File: src/lineif_regs_map.svh
// Register offsets, reset values and bank key for the line interface register block.
// Assumes inclusion by bare name from the package and the design modules.
`ifndef LINEIF_REGS_MAP_SVH
`define LINEIF_REGS_MAP_SVH

`define ADDR_W 5
`define DATA_W 8
`define NUM_CH 8
`define NUM_LOC 32

`define OFF_CHIP_CODE 5'h00
`define OFF_ANALOG_LOOPBACK_CFG 5'h01
`define OFF_REMOTE_LOOPBACK_CFG 5'h02
`define OFF_TRANSMIT_ALL_ONES_CFG 5'h03
`define OFF_SIGNAL_LOSS_STATUS 5'h04
`define OFF_DRIVER_FAULT_STATUS 5'h05
`define OFF_SIGNAL_LOSS_IRQ_MASK 5'h06
`define OFF_DRIVER_FAULT_IRQ_MASK 5'h07
`define OFF_SIGNAL_LOSS_IRQ_FLAGS 5'h08
`define OFF_DRIVER_FAULT_IRQ_FLAGS 5'h09
`define OFF_SOFTWARE_RESET 5'h0a
`define OFF_MONITOR_SELECT 5'h0b
`define OFF_DIGITAL_LOOPBACK_CFG 5'h0c
`define OFF_UNLABELED_CONFIG_0D 5'h0d
`define OFF_AUTO_ALL_ONES_CFG 5'h0e
`define OFF_GLOBAL_CONFIG 5'h0f
`define OFF_TEMPLATE_INDEX_POINTER 5'h10
`define OFF_TRANSMIT_TEMPLATE_SELECT 5'h11
`define OFF_OUTPUT_DRIVE_ENABLE 5'h12
`define OFF_ALARM_INDICATION_STATUS 5'h13
`define OFF_ALARM_INDICATION_IRQ_MASK 5'h14
`define OFF_ALARM_INDICATION_IRQ_FLAGS 5'h15
`define OFF_RESERVED_FIRST 5'h16
`define OFF_RESERVED_LAST 5'h1e
`define OFF_EXP_TEST_FIRST 5'h10
`define OFF_BANK_SELECT_POINTER 5'h1f

`define BANK_KEY_EXPANDED 8'haa
`define REG_RESET 8'h00
`define READ_ZERO 8'h00

`endif

File: src/lineif_pkg.sv
// Types shared by the line interface register block and its helpers.
// Assumes the map header sits on the include path.
`include "lineif_regs_map.svh"

package lineif_pkg;

  typedef enum logic [1:0] {
    HOST_NONMUX,
    HOST_MUX,
    HOST_SERIAL
  } host_mode_t;

  typedef struct packed {
    logic strobe;
    logic write;
    logic [`DATA_W-1:0] wdata;
  } host_access_t;

  typedef struct packed {
    logic [`DATA_W-1:0] analog_loopback;
    logic [`DATA_W-1:0] remote_loopback;
    logic [`DATA_W-1:0] transmit_all_ones;
    logic [`DATA_W-1:0] monitor_select;
    logic [`DATA_W-1:0] digital_loopback;
    logic [`DATA_W-1:0] unlabeled_0d;
    logic [`DATA_W-1:0] auto_all_ones;
    logic [`DATA_W-1:0] global_cfg;
    logic [`DATA_W-1:0] output_drive_enable;
  } line_cfg_t;

endpackage

File: src/dual_bank_register_decode.sv
// Register decode and storage for the eight-channel line interface, both banks.
// Assumes host strobes and channel status are synchronous to mclk_in.
//
// What this block does
// RULE_01 - Every access decodes exactly five address bits.
// RULE_02 - Non-multiplexed mode takes address from dedicated lines.
// RULE_03 - Multiplexed mode takes address from bus bits 4:0.
// RULE_04 - Serial mode takes address from command bits 5:1.
// RULE_05 - Bank pointer at 1F, reachable from both banks.
// RULE_06 - Pointer value AA selects the expanded bank.
// RULE_07 - Pointer cleared to zero selects the primary bank.
// RULE_08 - Primary addresses 16 to 1E are reserved.
// RULE_09 - Expanded test registers reset to zero; software keeps zero.
// RULE_10 - Status registers are read-only live per-channel conditions.
// RULE_11 - Three read/write interrupt mask registers exist.
// RULE_12 - Three read-only interrupt flag registers, paired with masks.
// RULE_13 - Template select reached through index register at 10.
// RULE_14 - Masked status change either way sets flag, asserts interrupt.
// RULE_15 - Reading a status register clears its interrupt flags.
// RULE_16 - Other pointer values mean primary; reserved reads zero.
// RULE_17 - Higher address bits ignored; accesses alias in 32 locations.
`timescale 1ns/1ps
`include "lineif_regs_map.svh"

module dual_bank_register_decode #(
  // Arbitrary neutral value, not a real part code.
  parameter logic [7:0] CHIP_CODE = 8'h5a
) (
  input wire logic mclk_in, // System clock, 200 MHz.
  input wire logic sys_rst_in, // Synchronous reset, active high.
  input wire lineif_pkg::host_mode_t host_mode_in, // Active host interface variant.
  input wire logic [7:0] addr_pins_in, // Dedicated address lines.
  input wire logic [7:0] ad_bus_in, // Shared address/data bus.
  input wire logic addr_latch_in, // Address phase strobe of shared bus.
  input wire logic [7:0] serial_cmd_in, // Serial command byte.
  input wire lineif_pkg::host_access_t access_in, // Access strobe, direction, write data.
  input wire logic [`NUM_CH-1:0] signal_loss_in, // Live loss-of-signal per channel.
  input wire logic [`NUM_CH-1:0] driver_fault_in, // Live driver fault per channel.
  input wire logic [`NUM_CH-1:0] alarm_ind_in, // Live alarm indication per channel.
  output logic [`DATA_W-1:0] rd_data_out, // Read data, registered.
  output logic rd_valid_out, // Pulse: read data valid.
  output logic irq_drive_out, // Interrupt pin level when driven, always low.
  output logic irq_oe_out, // Interrupt pin enable, high while pending.
  output logic soft_reset_out, // Pulse: software reset written.
  output logic expanded_sel_out, // Level: expanded bank selected.
  output lineif_pkg::line_cfg_t line_cfg_out, // Primary configuration registers.
  output logic [15:0][`DATA_W-1:0] exp_cfg_out, // Expanded registers 00 to 0F.
  output logic [`NUM_CH-1:0][`DATA_W-1:0] template_out // Template select per channel.
);

  ////////////////////////////////////////////////////////////////////////////////
  // Address and bank selection.

  logic [`ADDR_W-1:0] addr;
  logic [`DATA_W-1:0] bank_ptr_reg;
  logic expanded;
  logic wr_stb;
  logic rd_stb;
  logic ptr_hit;
  logic prim_wr;
  logic exp_wr;
  logic rst_all;
  logic soft_rst_reg;

  reg_addr_select u_addr (
    .mclk_in(mclk_in),
    .sys_rst_in(sys_rst_in),
    .mode_in(host_mode_in),
    .addr_pins_in(addr_pins_in),
    .ad_bus_in(ad_bus_in),
    .addr_latch_in(addr_latch_in),
    .serial_cmd_in(serial_cmd_in),
    .addr_out(addr) // RULE_01 RULE_17
  );

  // Any pointer value except the key keeps the primary bank in view.
  assign expanded = (bank_ptr_reg == `BANK_KEY_EXPANDED); // RULE_06 RULE_07 RULE_16
  assign wr_stb = access_in.strobe && access_in.write;
  assign rd_stb = access_in.strobe && !access_in.write;
  assign ptr_hit = (addr == `OFF_BANK_SELECT_POINTER); // RULE_05
  assign prim_wr = wr_stb && !expanded && !ptr_hit;
  assign exp_wr = wr_stb && expanded && !ptr_hit;
  // Software reset restores every register, the bank pointer included.
  assign rst_all = sys_rst_in || soft_rst_reg;
  assign expanded_sel_out = expanded;

  always_ff @(posedge mclk_in) begin
    if (rst_all) begin
      bank_ptr_reg <= `REG_RESET;
    end else if (wr_stb && ptr_hit) begin
      bank_ptr_reg <= access_in.wdata; // RULE_05
    end
  end

  always_ff @(posedge mclk_in) begin
    if (sys_rst_in) begin
      soft_rst_reg <= 1'b0;
    end else begin
      soft_rst_reg <= prim_wr && (addr == `OFF_SOFTWARE_RESET);
    end
  end

  assign soft_reset_out = soft_rst_reg;

  ////////////////////////////////////////////////////////////////////////////////
  // Primary configuration registers.

  lineif_pkg::line_cfg_t cfg_reg;
  logic [`DATA_W-1:0] los_mask_reg;
  logic [`DATA_W-1:0] df_mask_reg;
  logic [`DATA_W-1:0] ais_mask_reg;
  logic [`DATA_W-1:0] tmpl_index_reg;

  always_ff @(posedge mclk_in) begin
    if (rst_all) begin
      cfg_reg <= '0;
    end else if (prim_wr) begin
      case (addr)
        `OFF_ANALOG_LOOPBACK_CFG: cfg_reg.analog_loopback <= access_in.wdata;
        `OFF_REMOTE_LOOPBACK_CFG: cfg_reg.remote_loopback <= access_in.wdata;
        `OFF_TRANSMIT_ALL_ONES_CFG: cfg_reg.transmit_all_ones <= access_in.wdata;
        `OFF_MONITOR_SELECT: cfg_reg.monitor_select <= access_in.wdata;
        `OFF_DIGITAL_LOOPBACK_CFG: cfg_reg.digital_loopback <= access_in.wdata;
        `OFF_UNLABELED_CONFIG_0D: cfg_reg.unlabeled_0d <= access_in.wdata;
        `OFF_AUTO_ALL_ONES_CFG: cfg_reg.auto_all_ones <= access_in.wdata;
        `OFF_GLOBAL_CONFIG: cfg_reg.global_cfg <= access_in.wdata;
        `OFF_OUTPUT_DRIVE_ENABLE: cfg_reg.output_drive_enable <= access_in.wdata;
        default: cfg_reg <= cfg_reg; // RULE_08 RULE_16
      endcase
    end
  end

  assign line_cfg_out = cfg_reg;

  // Masks default to zero so no cause reaches the pin until software opts in.
  always_ff @(posedge mclk_in) begin
    if (rst_all) begin
      los_mask_reg <= `REG_RESET;
      df_mask_reg <= `REG_RESET;
      ais_mask_reg <= `REG_RESET;
    end else if (prim_wr) begin
      if (addr == `OFF_SIGNAL_LOSS_IRQ_MASK) begin
        los_mask_reg <= access_in.wdata; // RULE_11
      end
      if (addr == `OFF_DRIVER_FAULT_IRQ_MASK) begin
        df_mask_reg <= access_in.wdata; // RULE_11
      end
      if (addr == `OFF_ALARM_INDICATION_IRQ_MASK) begin
        ais_mask_reg <= access_in.wdata; // RULE_11
      end
    end
  end

  ////////////////////////////////////////////////////////////////////////////////
  // Indirect template select: the index picks which channel entry is seen at 11.

  logic [`DATA_W-1:0] tmpl_mem [`NUM_CH];
  logic [2:0] tmpl_sel;

  assign tmpl_sel = tmpl_index_reg[2:0];

  always_ff @(posedge mclk_in) begin
    if (rst_all) begin
      tmpl_index_reg <= `REG_RESET;
    end else if (prim_wr && (addr == `OFF_TEMPLATE_INDEX_POINTER)) begin
      tmpl_index_reg <= access_in.wdata; // RULE_13
    end
  end

  always_ff @(posedge mclk_in) begin
    if (rst_all) begin
      for (int i = 0; i < `NUM_CH; i++) begin
        tmpl_mem[i] <= `REG_RESET;
      end
    end else if (prim_wr && (addr == `OFF_TRANSMIT_TEMPLATE_SELECT)) begin
      tmpl_mem[tmpl_sel] <= access_in.wdata; // RULE_13
    end
  end

  always_comb begin
    for (int i = 0; i < `NUM_CH; i++) begin
      template_out[i] = tmpl_mem[i];
    end
  end

  ////////////////////////////////////////////////////////////////////////////////
  // Expanded bank storage, locations 00 to 1E; the top location is the pointer.

  logic [`DATA_W-1:0] exp_mem [`NUM_LOC-1];

  // Test locations start at zero and stay writable; software must keep them zero.
  always_ff @(posedge mclk_in) begin
    if (rst_all) begin
      for (int i = 0; i < `NUM_LOC - 1; i++) begin
        exp_mem[i] <= `REG_RESET; // RULE_09
      end
    end else if (exp_wr) begin
      exp_mem[addr] <= access_in.wdata; // RULE_06
    end
  end

  always_comb begin
    for (int i = 0; i < 16; i++) begin
      exp_cfg_out[i] = exp_mem[i];
    end
  end

  ////////////////////////////////////////////////////////////////////////////////
  // Interrupt causes.

  logic [`NUM_CH-1:0] los_flags;
  logic [`NUM_CH-1:0] df_flags;
  logic [`NUM_CH-1:0] ais_flags;
  logic prim_rd;

  assign prim_rd = rd_stb && !expanded;

  irq_cause u_los_irq (
    .mclk_in(mclk_in),
    .rst_in(rst_all),
    .status_in(signal_loss_in),
    .mask_in(los_mask_reg),
    .status_read_in(prim_rd && (addr == `OFF_SIGNAL_LOSS_STATUS)), // RULE_15
    .flags_out(los_flags) // RULE_12 RULE_14
  );

  irq_cause u_df_irq (
    .mclk_in(mclk_in),
    .rst_in(rst_all),
    .status_in(driver_fault_in),
    .mask_in(df_mask_reg),
    .status_read_in(prim_rd && (addr == `OFF_DRIVER_FAULT_STATUS)), // RULE_15
    .flags_out(df_flags) // RULE_12 RULE_14
  );

  irq_cause u_ais_irq (
    .mclk_in(mclk_in),
    .rst_in(rst_all),
    .status_in(alarm_ind_in),
    .mask_in(ais_mask_reg),
    .status_read_in(prim_rd && (addr == `OFF_ALARM_INDICATION_STATUS)), // RULE_15
    .flags_out(ais_flags) // RULE_12 RULE_14
  );

  // The pin is wired-OR with other devices, so it only ever pulls low.
  assign irq_drive_out = 1'b0;
  assign irq_oe_out = |{los_flags, df_flags, ais_flags}; // RULE_14

  ////////////////////////////////////////////////////////////////////////////////
  // Read path.

  logic [`DATA_W-1:0] prim_rdata;
  logic [`DATA_W-1:0] rdata;

  always_comb begin
    case (addr)
      `OFF_CHIP_CODE: prim_rdata = CHIP_CODE;
      `OFF_ANALOG_LOOPBACK_CFG: prim_rdata = cfg_reg.analog_loopback;
      `OFF_REMOTE_LOOPBACK_CFG: prim_rdata = cfg_reg.remote_loopback;
      `OFF_TRANSMIT_ALL_ONES_CFG: prim_rdata = cfg_reg.transmit_all_ones;
      `OFF_SIGNAL_LOSS_STATUS: prim_rdata = signal_loss_in; // RULE_10
      `OFF_DRIVER_FAULT_STATUS: prim_rdata = driver_fault_in; // RULE_10
      `OFF_SIGNAL_LOSS_IRQ_MASK: prim_rdata = los_mask_reg; // RULE_11
      `OFF_DRIVER_FAULT_IRQ_MASK: prim_rdata = df_mask_reg; // RULE_11
      `OFF_SIGNAL_LOSS_IRQ_FLAGS: prim_rdata = los_flags; // RULE_12
      `OFF_DRIVER_FAULT_IRQ_FLAGS: prim_rdata = df_flags; // RULE_12
      `OFF_MONITOR_SELECT: prim_rdata = cfg_reg.monitor_select;
      `OFF_DIGITAL_LOOPBACK_CFG: prim_rdata = cfg_reg.digital_loopback;
      `OFF_UNLABELED_CONFIG_0D: prim_rdata = cfg_reg.unlabeled_0d;
      `OFF_AUTO_ALL_ONES_CFG: prim_rdata = cfg_reg.auto_all_ones;
      `OFF_GLOBAL_CONFIG: prim_rdata = cfg_reg.global_cfg;
      `OFF_TEMPLATE_INDEX_POINTER: prim_rdata = tmpl_index_reg; // RULE_13
      `OFF_TRANSMIT_TEMPLATE_SELECT: prim_rdata = tmpl_mem[tmpl_sel]; // RULE_13
      `OFF_OUTPUT_DRIVE_ENABLE: prim_rdata = cfg_reg.output_drive_enable;
      `OFF_ALARM_INDICATION_STATUS: prim_rdata = alarm_ind_in; // RULE_10
      `OFF_ALARM_INDICATION_IRQ_MASK: prim_rdata = ais_mask_reg; // RULE_11
      `OFF_ALARM_INDICATION_IRQ_FLAGS: prim_rdata = ais_flags; // RULE_12
      // Software reset is write-only and the reserved range holds nothing.
      default: prim_rdata = `READ_ZERO; // RULE_08 RULE_16
    endcase
  end

  always_comb begin
    if (ptr_hit) begin
      rdata = bank_ptr_reg; // RULE_05
    end else if (expanded) begin
      rdata = exp_mem[addr]; // RULE_06
    end else begin
      rdata = prim_rdata; // RULE_07
    end
  end

  always_ff @(posedge mclk_in) begin
    if (rst_all) begin
      rd_data_out <= `READ_ZERO;
    end else if (rd_stb) begin
      rd_data_out <= rdata;
    end
  end

  always_ff @(posedge mclk_in) begin
    if (sys_rst_in) begin
      rd_valid_out <= 1'b0;
    end else begin
      rd_valid_out <= rd_stb;
    end
  end

endmodule // dual_bank_register_decode

File: src/reg_addr_select.sv
// Picks the five-bit register address from the active host interface variant.
// Assumes all host inputs are synchronous to mclk_in.
`timescale 1ns/1ps
`include "lineif_regs_map.svh"

module reg_addr_select (
  input wire logic mclk_in, // System clock.
  input wire logic sys_rst_in, // Synchronous reset, active high.
  input wire lineif_pkg::host_mode_t mode_in, // Active host interface variant.
  input wire logic [7:0] addr_pins_in, // Dedicated address lines.
  input wire logic [7:0] ad_bus_in, // Shared address/data bus.
  input wire logic addr_latch_in, // Address phase of the shared bus.
  input wire logic [7:0] serial_cmd_in, // Serial command byte.
  output logic [`ADDR_W-1:0] addr_out // Decoded register address.
);

  logic [`ADDR_W-1:0] mux_addr_reg;

  // The shared bus carries data after the address phase, so its address is held.
  always_ff @(posedge mclk_in) begin
    if (sys_rst_in) begin
      mux_addr_reg <= '0;
    end else if (addr_latch_in) begin
      mux_addr_reg <= ad_bus_in[4:0]; // RULE_03
    end
  end

  always_comb begin
    case (mode_in)
      lineif_pkg::HOST_NONMUX: addr_out = addr_pins_in[4:0]; // RULE_02
      lineif_pkg::HOST_MUX: addr_out = addr_latch_in ? ad_bus_in[4:0] : mux_addr_reg; // RULE_03
      lineif_pkg::HOST_SERIAL: addr_out = serial_cmd_in[5:1]; // RULE_04
      default: addr_out = addr_pins_in[4:0];
    endcase
  end

endmodule // reg_addr_select

File: src/irq_cause.sv
// One interrupt cause: per-channel change detect, mask, sticky flags, clear on status read.
// Assumes the status vector is synchronous to mclk_in.
`timescale 1ns/1ps
`include "lineif_regs_map.svh"

module irq_cause (
  input wire logic mclk_in, // System clock.
  input wire logic rst_in, // Synchronous reset, active high.
  input wire logic [`NUM_CH-1:0] status_in, // Live per-channel condition.
  input wire logic [`NUM_CH-1:0] mask_in, // Per-channel enable.
  input wire logic status_read_in, // Pulse: host reads the status register.
  output logic [`NUM_CH-1:0] flags_out // Sticky interrupt flags.
);

  logic [`NUM_CH-1:0] prev_reg;
  logic [`NUM_CH-1:0] change;

  assign change = (status_in ^ prev_reg) & mask_in; // RULE_14

  always_ff @(posedge mclk_in) begin
    if (rst_in) begin
      prev_reg <= '0;
    end else begin
      prev_reg <= status_in;
    end
  end

  // A change in the same cycle as the clearing read survives the clear.
  always_ff @(posedge mclk_in) begin
    if (rst_in) begin
      flags_out <= '0;
    end else begin
      flags_out <= (status_read_in ? '0 : flags_out) | change; // RULE_15
    end
  end

endmodule // irq_cause

File: config.mk
export PLATFORM = sky130hd
export DESIGN_NAME = dual_bank_register_decode
export DESIGN_NICKNAME = d
export VERILOG_FILES = /design/src/lineif_pkg.sv /design/src/dual_bank_register_decode.sv /design/src/reg_addr_select.sv /design/src/irq_cause.sv
export VERILOG_INCLUDE_DIRS = /design/src /design/src/src
export SDC_FILE = /design/constraint.sdc
export NUM_CORES = 1
export LEC_CHECK = 0
export ABC_AREA = 1
export BUFFER_PORTS_ARGS = -buffer_cell sky130_fd_sc_hd__buf_2
export CAP_MARGIN = 10
export CORE_ASPECT_RATIO = 1.25
export CORE_MARGIN = 3
export CORE_UTILIZATION = 50
export CTS_CLUSTER_DIAMETER = 80
export DETAILED_ROUTE_END_ITERATION = 12
export GPL_TIMING_DRIVEN = 0
export HOLD_SLACK_MARGIN = 0.1
export PLACE_DENSITY = 0.74
export REMOVE_ABC_BUFFERS = 1
export SETUP_SLACK_MARGIN = 0.5
export SLEW_MARGIN = 5
export SYNTH_ARGS = -nofsm -noshare
export SYNTH_HDL_FRONTEND = slang
export SYNTH_SLANG_ARGS = --single-unit
File: constraint.sdc
create_clock -name mclk_in -period 5.6 [get_ports mclk_in]
set_input_delay 1.12 -clock mclk_in [delete_from_list [all_inputs] [get_ports mclk_in]]
set_output_delay 1.12 -clock mclk_in [all_outputs]
set_load 0.01 [all_outputs]
==> flow_summary_export.csv <==
group,metric,value,unit
finish,largest_reg_flops,256,
finish,instances_no_fill,3726,
critical_path,cp-end-kind,"flip-flop",
global_route,grt_pass1_vias,20420,
logic_synthesis,ys_ff_latch,498,
routing,drc_errors,0,
routing,viasPerCell,5.794,
place,dpl.hpwl,55750,um
place,numPortBuffers,329,
logic_synthesis,netlist_area,23120,um2
timing,rsz0062_at_grt,"yes",
floorplan,io_pins,340,
critical_path,arrival,5.15,ns
timing,worst_pin_slew,1.299,ns
logic_synthesis,synth_area_leaders,"edfxtp_1 (42%), nand2_1 (17%), dfxtp_1 (15%)",
logic_synthesis,synth_edf_count,320,
logic_synthesis,ys_warn_count,0,
min_path,hp-class,"reg -> reg",
logic_synthesis,ys_top_cells_by_count,"nand2_1 (1051), nor2_1 (467), edfxtp_1 (320)",
timing,period_share,87.55,%
floorplan,core,45390,um2
cts,clkSlewWorstSetupHoldPaths,0.06,ns
global_route,overflow,0,
timing,skew,0.02199,ns
power,p_leak,12.24,nW
finish,syn2layout_area_growth,17.30,%
timing,relSlewSlack,13.05,%
routing,drtIter0Drc,2379,
routing,via_count,21590,
routing,wl,79860,um
critical_path,path_max_fanout,63,
finish,fill_cells,3973,
cts,cts_buffer_depth,3,
floorplan,die_w,198.3,um
global_route,antenna_found_initial,1,
timing,whs,0.4668,ns
power,power,8.376,mW
cts,numCtsBuffers,47,
place,dp.cells,3634,
logic_synthesis,yosysSeqAreaShare,56.98,%
floorplan,fp.dieArea,48870,um2
timing,setup_violations,0,
timing,hold_viol_final,0,
logic_synthesis,synth_cells,2850,
logic_synthesis,async_reset_ff_share,0,%
timing,period_needed,4.903,ns
critical_path,critPathLaunchType,"input port",
timing,fmaxAchievable,204.0,MHz
finish,drive_above_1_share,16.37,%
cts,h-tree-depth,2,
routing,dr.pass1.iters,8,
global_route,grt_pass1_wl,117900,um
global_route,gr-usage-all-layers,31.74,%
routing,ant_nets,0,
finish,final_nets,3177,
timing,finalSetupTns,0,ns
finish,top_register,"exp_mem",
logic_synthesis,yosys.area.top_type,"edfxtp_1",
place,gp_congestion,0.9216,
logic_synthesis,synth_cell_types,34,
logic_synthesis,avgSynthCellArea,8.112,um2
global_route,grt_max_degree,99,
routing,wl_per_cell,21.43,um
job,maxCapViolations,0,
floorplan,die_y,246.4,um
critical_path,crit_type,"in -> reg",
timing,slew_viol_final,0,
critical_path,worstPathRequired,5.84,ns
cts,cts_tree,"yes",
logic_synthesis,yosysMostFrequentCell,"nand2_1",
floorplan,num_rows,87,
cts,worstSkewPairLatency,0.57,ns
power,peakVddDrop,0.2556,mV
logic_synthesis,synth_top_area_share,41.56,%
logic_synthesis,synthFlopType,"edfxtp_1",
power,power_density,308.9,nW/um2
floorplan,start_util,50.93,%
cts,clockRootBuffer,"clkbuf_16",
run_status,status,"complete, no violations",
cts,cts_sinks,498,
## placed cells by master (no fill, tap or decap), types with 4 or more instances in the layout
| master | instances |
|---|---|
| buf_4 | 6 |
| buf_16 | 8 |
| o21ai_0 | 32 |
| nand2_1 | 1049 |
| buf_2 | 329 |
| nand2_4 | 12 |
| dfxtp_1 | 178 |
| clkinv_2 | 10 |
| nand3_1 | 274 |
| nor2_2 | 17 |
| xor2_1 | 21 |
| nor2_1 | 457 |
| buf_12 | 13 |
| a21oi_1 | 177 |
| bufinv_16 | 4 |
| nor4_1 | 11 |
| clkbuf_1 | 13 |
| nand2_2 | 14 |
| inv_1 | 70 |
| clkbuf_16 | 49 |
| nand4_1 | 5 |
| edfxtp_1 | 320 |
| or2_2 | 6 |
| conb_1 | 9 |
| buf_8 | 10 |
| inv_2 | 15 |
## critical path: stages
cell        delay (ns)
buf_2             0.09
inv_1             0.04
ha_1              0.38
inv_2             0.09
nor2_2            0.38
clkinvlp_4        0.28
nand2_8           0.33
buf_16            0.30
nand2_2           0.21
nor2_2            0.76
nand2_1           0.24
inv_1             0.28
nand2_1           0.25
nand2_1           0.33
## kinds of logic after synthesis
group | synth area share (%)
other | 0.01622
adders and majority gates | 0.1082
DFF | 56.98
and+or+nand+nor | 32.91
buffers and inverters | 4.438
xor gates and xnor gates | 0.7956
AOI/OAI and AO/OA | 4.752
## routing by layer
metal / vias to the layer above / share of wire [%] / GRT usage, %
met4: 0 / 6.0 / 17.33
li1: 9777 / - / -
met1: 10140 / 35 / 39.11
met2: 1373 / 48 / 53.20
met3: 297 / 10 / 5.266
met5: - / 0 / 0
## metrics by stage
stage          setup slack (ns)  util, %  instance area (um2)
6_report                 0.6972    59.75                27120
3_3_place_gp             -9.277    54.70                24830
5_1_grt                  0.4846    59.74                27120
3_5_place_dp            -0.6994    56.24                25530
2_1_floorplan            -4.112        -                22460
4_1_cts                  0.5731    59.69                27090
## worst paths after layout
check / startpoint / slack, ns / end / depth (start not counted)
max: host_mode_in[0] / 0.70 / exp_mem[4][3]$_SDFFCE_PN0P_ / 14
min: rd_data_out[1]$_SDFFE_PP0P_ / 0.47 / rd_data_out[1]$_SDFFE_PP0P_ / 2
max reg2reg: u_addr.mux_addr_reg[0]$_SDFF_PP0_ / 1.57 / exp_mem[12][7]$_SDFFCE_PN0P_ / 13
min reg2reg: rd_data_out[1]$_SDFFE_PP0P_ / 0.47 / rd_data_out[1]$_SDFFE_PP0P_ / 2
## layout make-up
type,count,area (um2),area share [%]
repair inverters,1,5.005,0.01845
flip-flops and latches,498,13170,48.57
diodes,2,5.005,0.01845
clock buffers,65,1316,4.854
well taps,578,723.2,2.667
multi-input cells,2109,9035,33.31
inverters,89,346.6,1.278
clock inverters,18,193.9,0.7151
repair buffers,366,2322,8.563
## power breakdown
part / switching (mW) / internal [mW]
clock network: 1.37 / 1.82
logic: 0.816 / 0.289
registers: 0.0642 / 4.01
## timing repair
item | CTS | global route
endpoints found under the setup margin | 465 | 85
gates resized for setup | 4 | 2
hold buffers | 0 | 0
cloned | 1 | 0
pin swaps | 1 | 1
setup buffers | 4 | 1
Power figures use the tool's default switching activity.
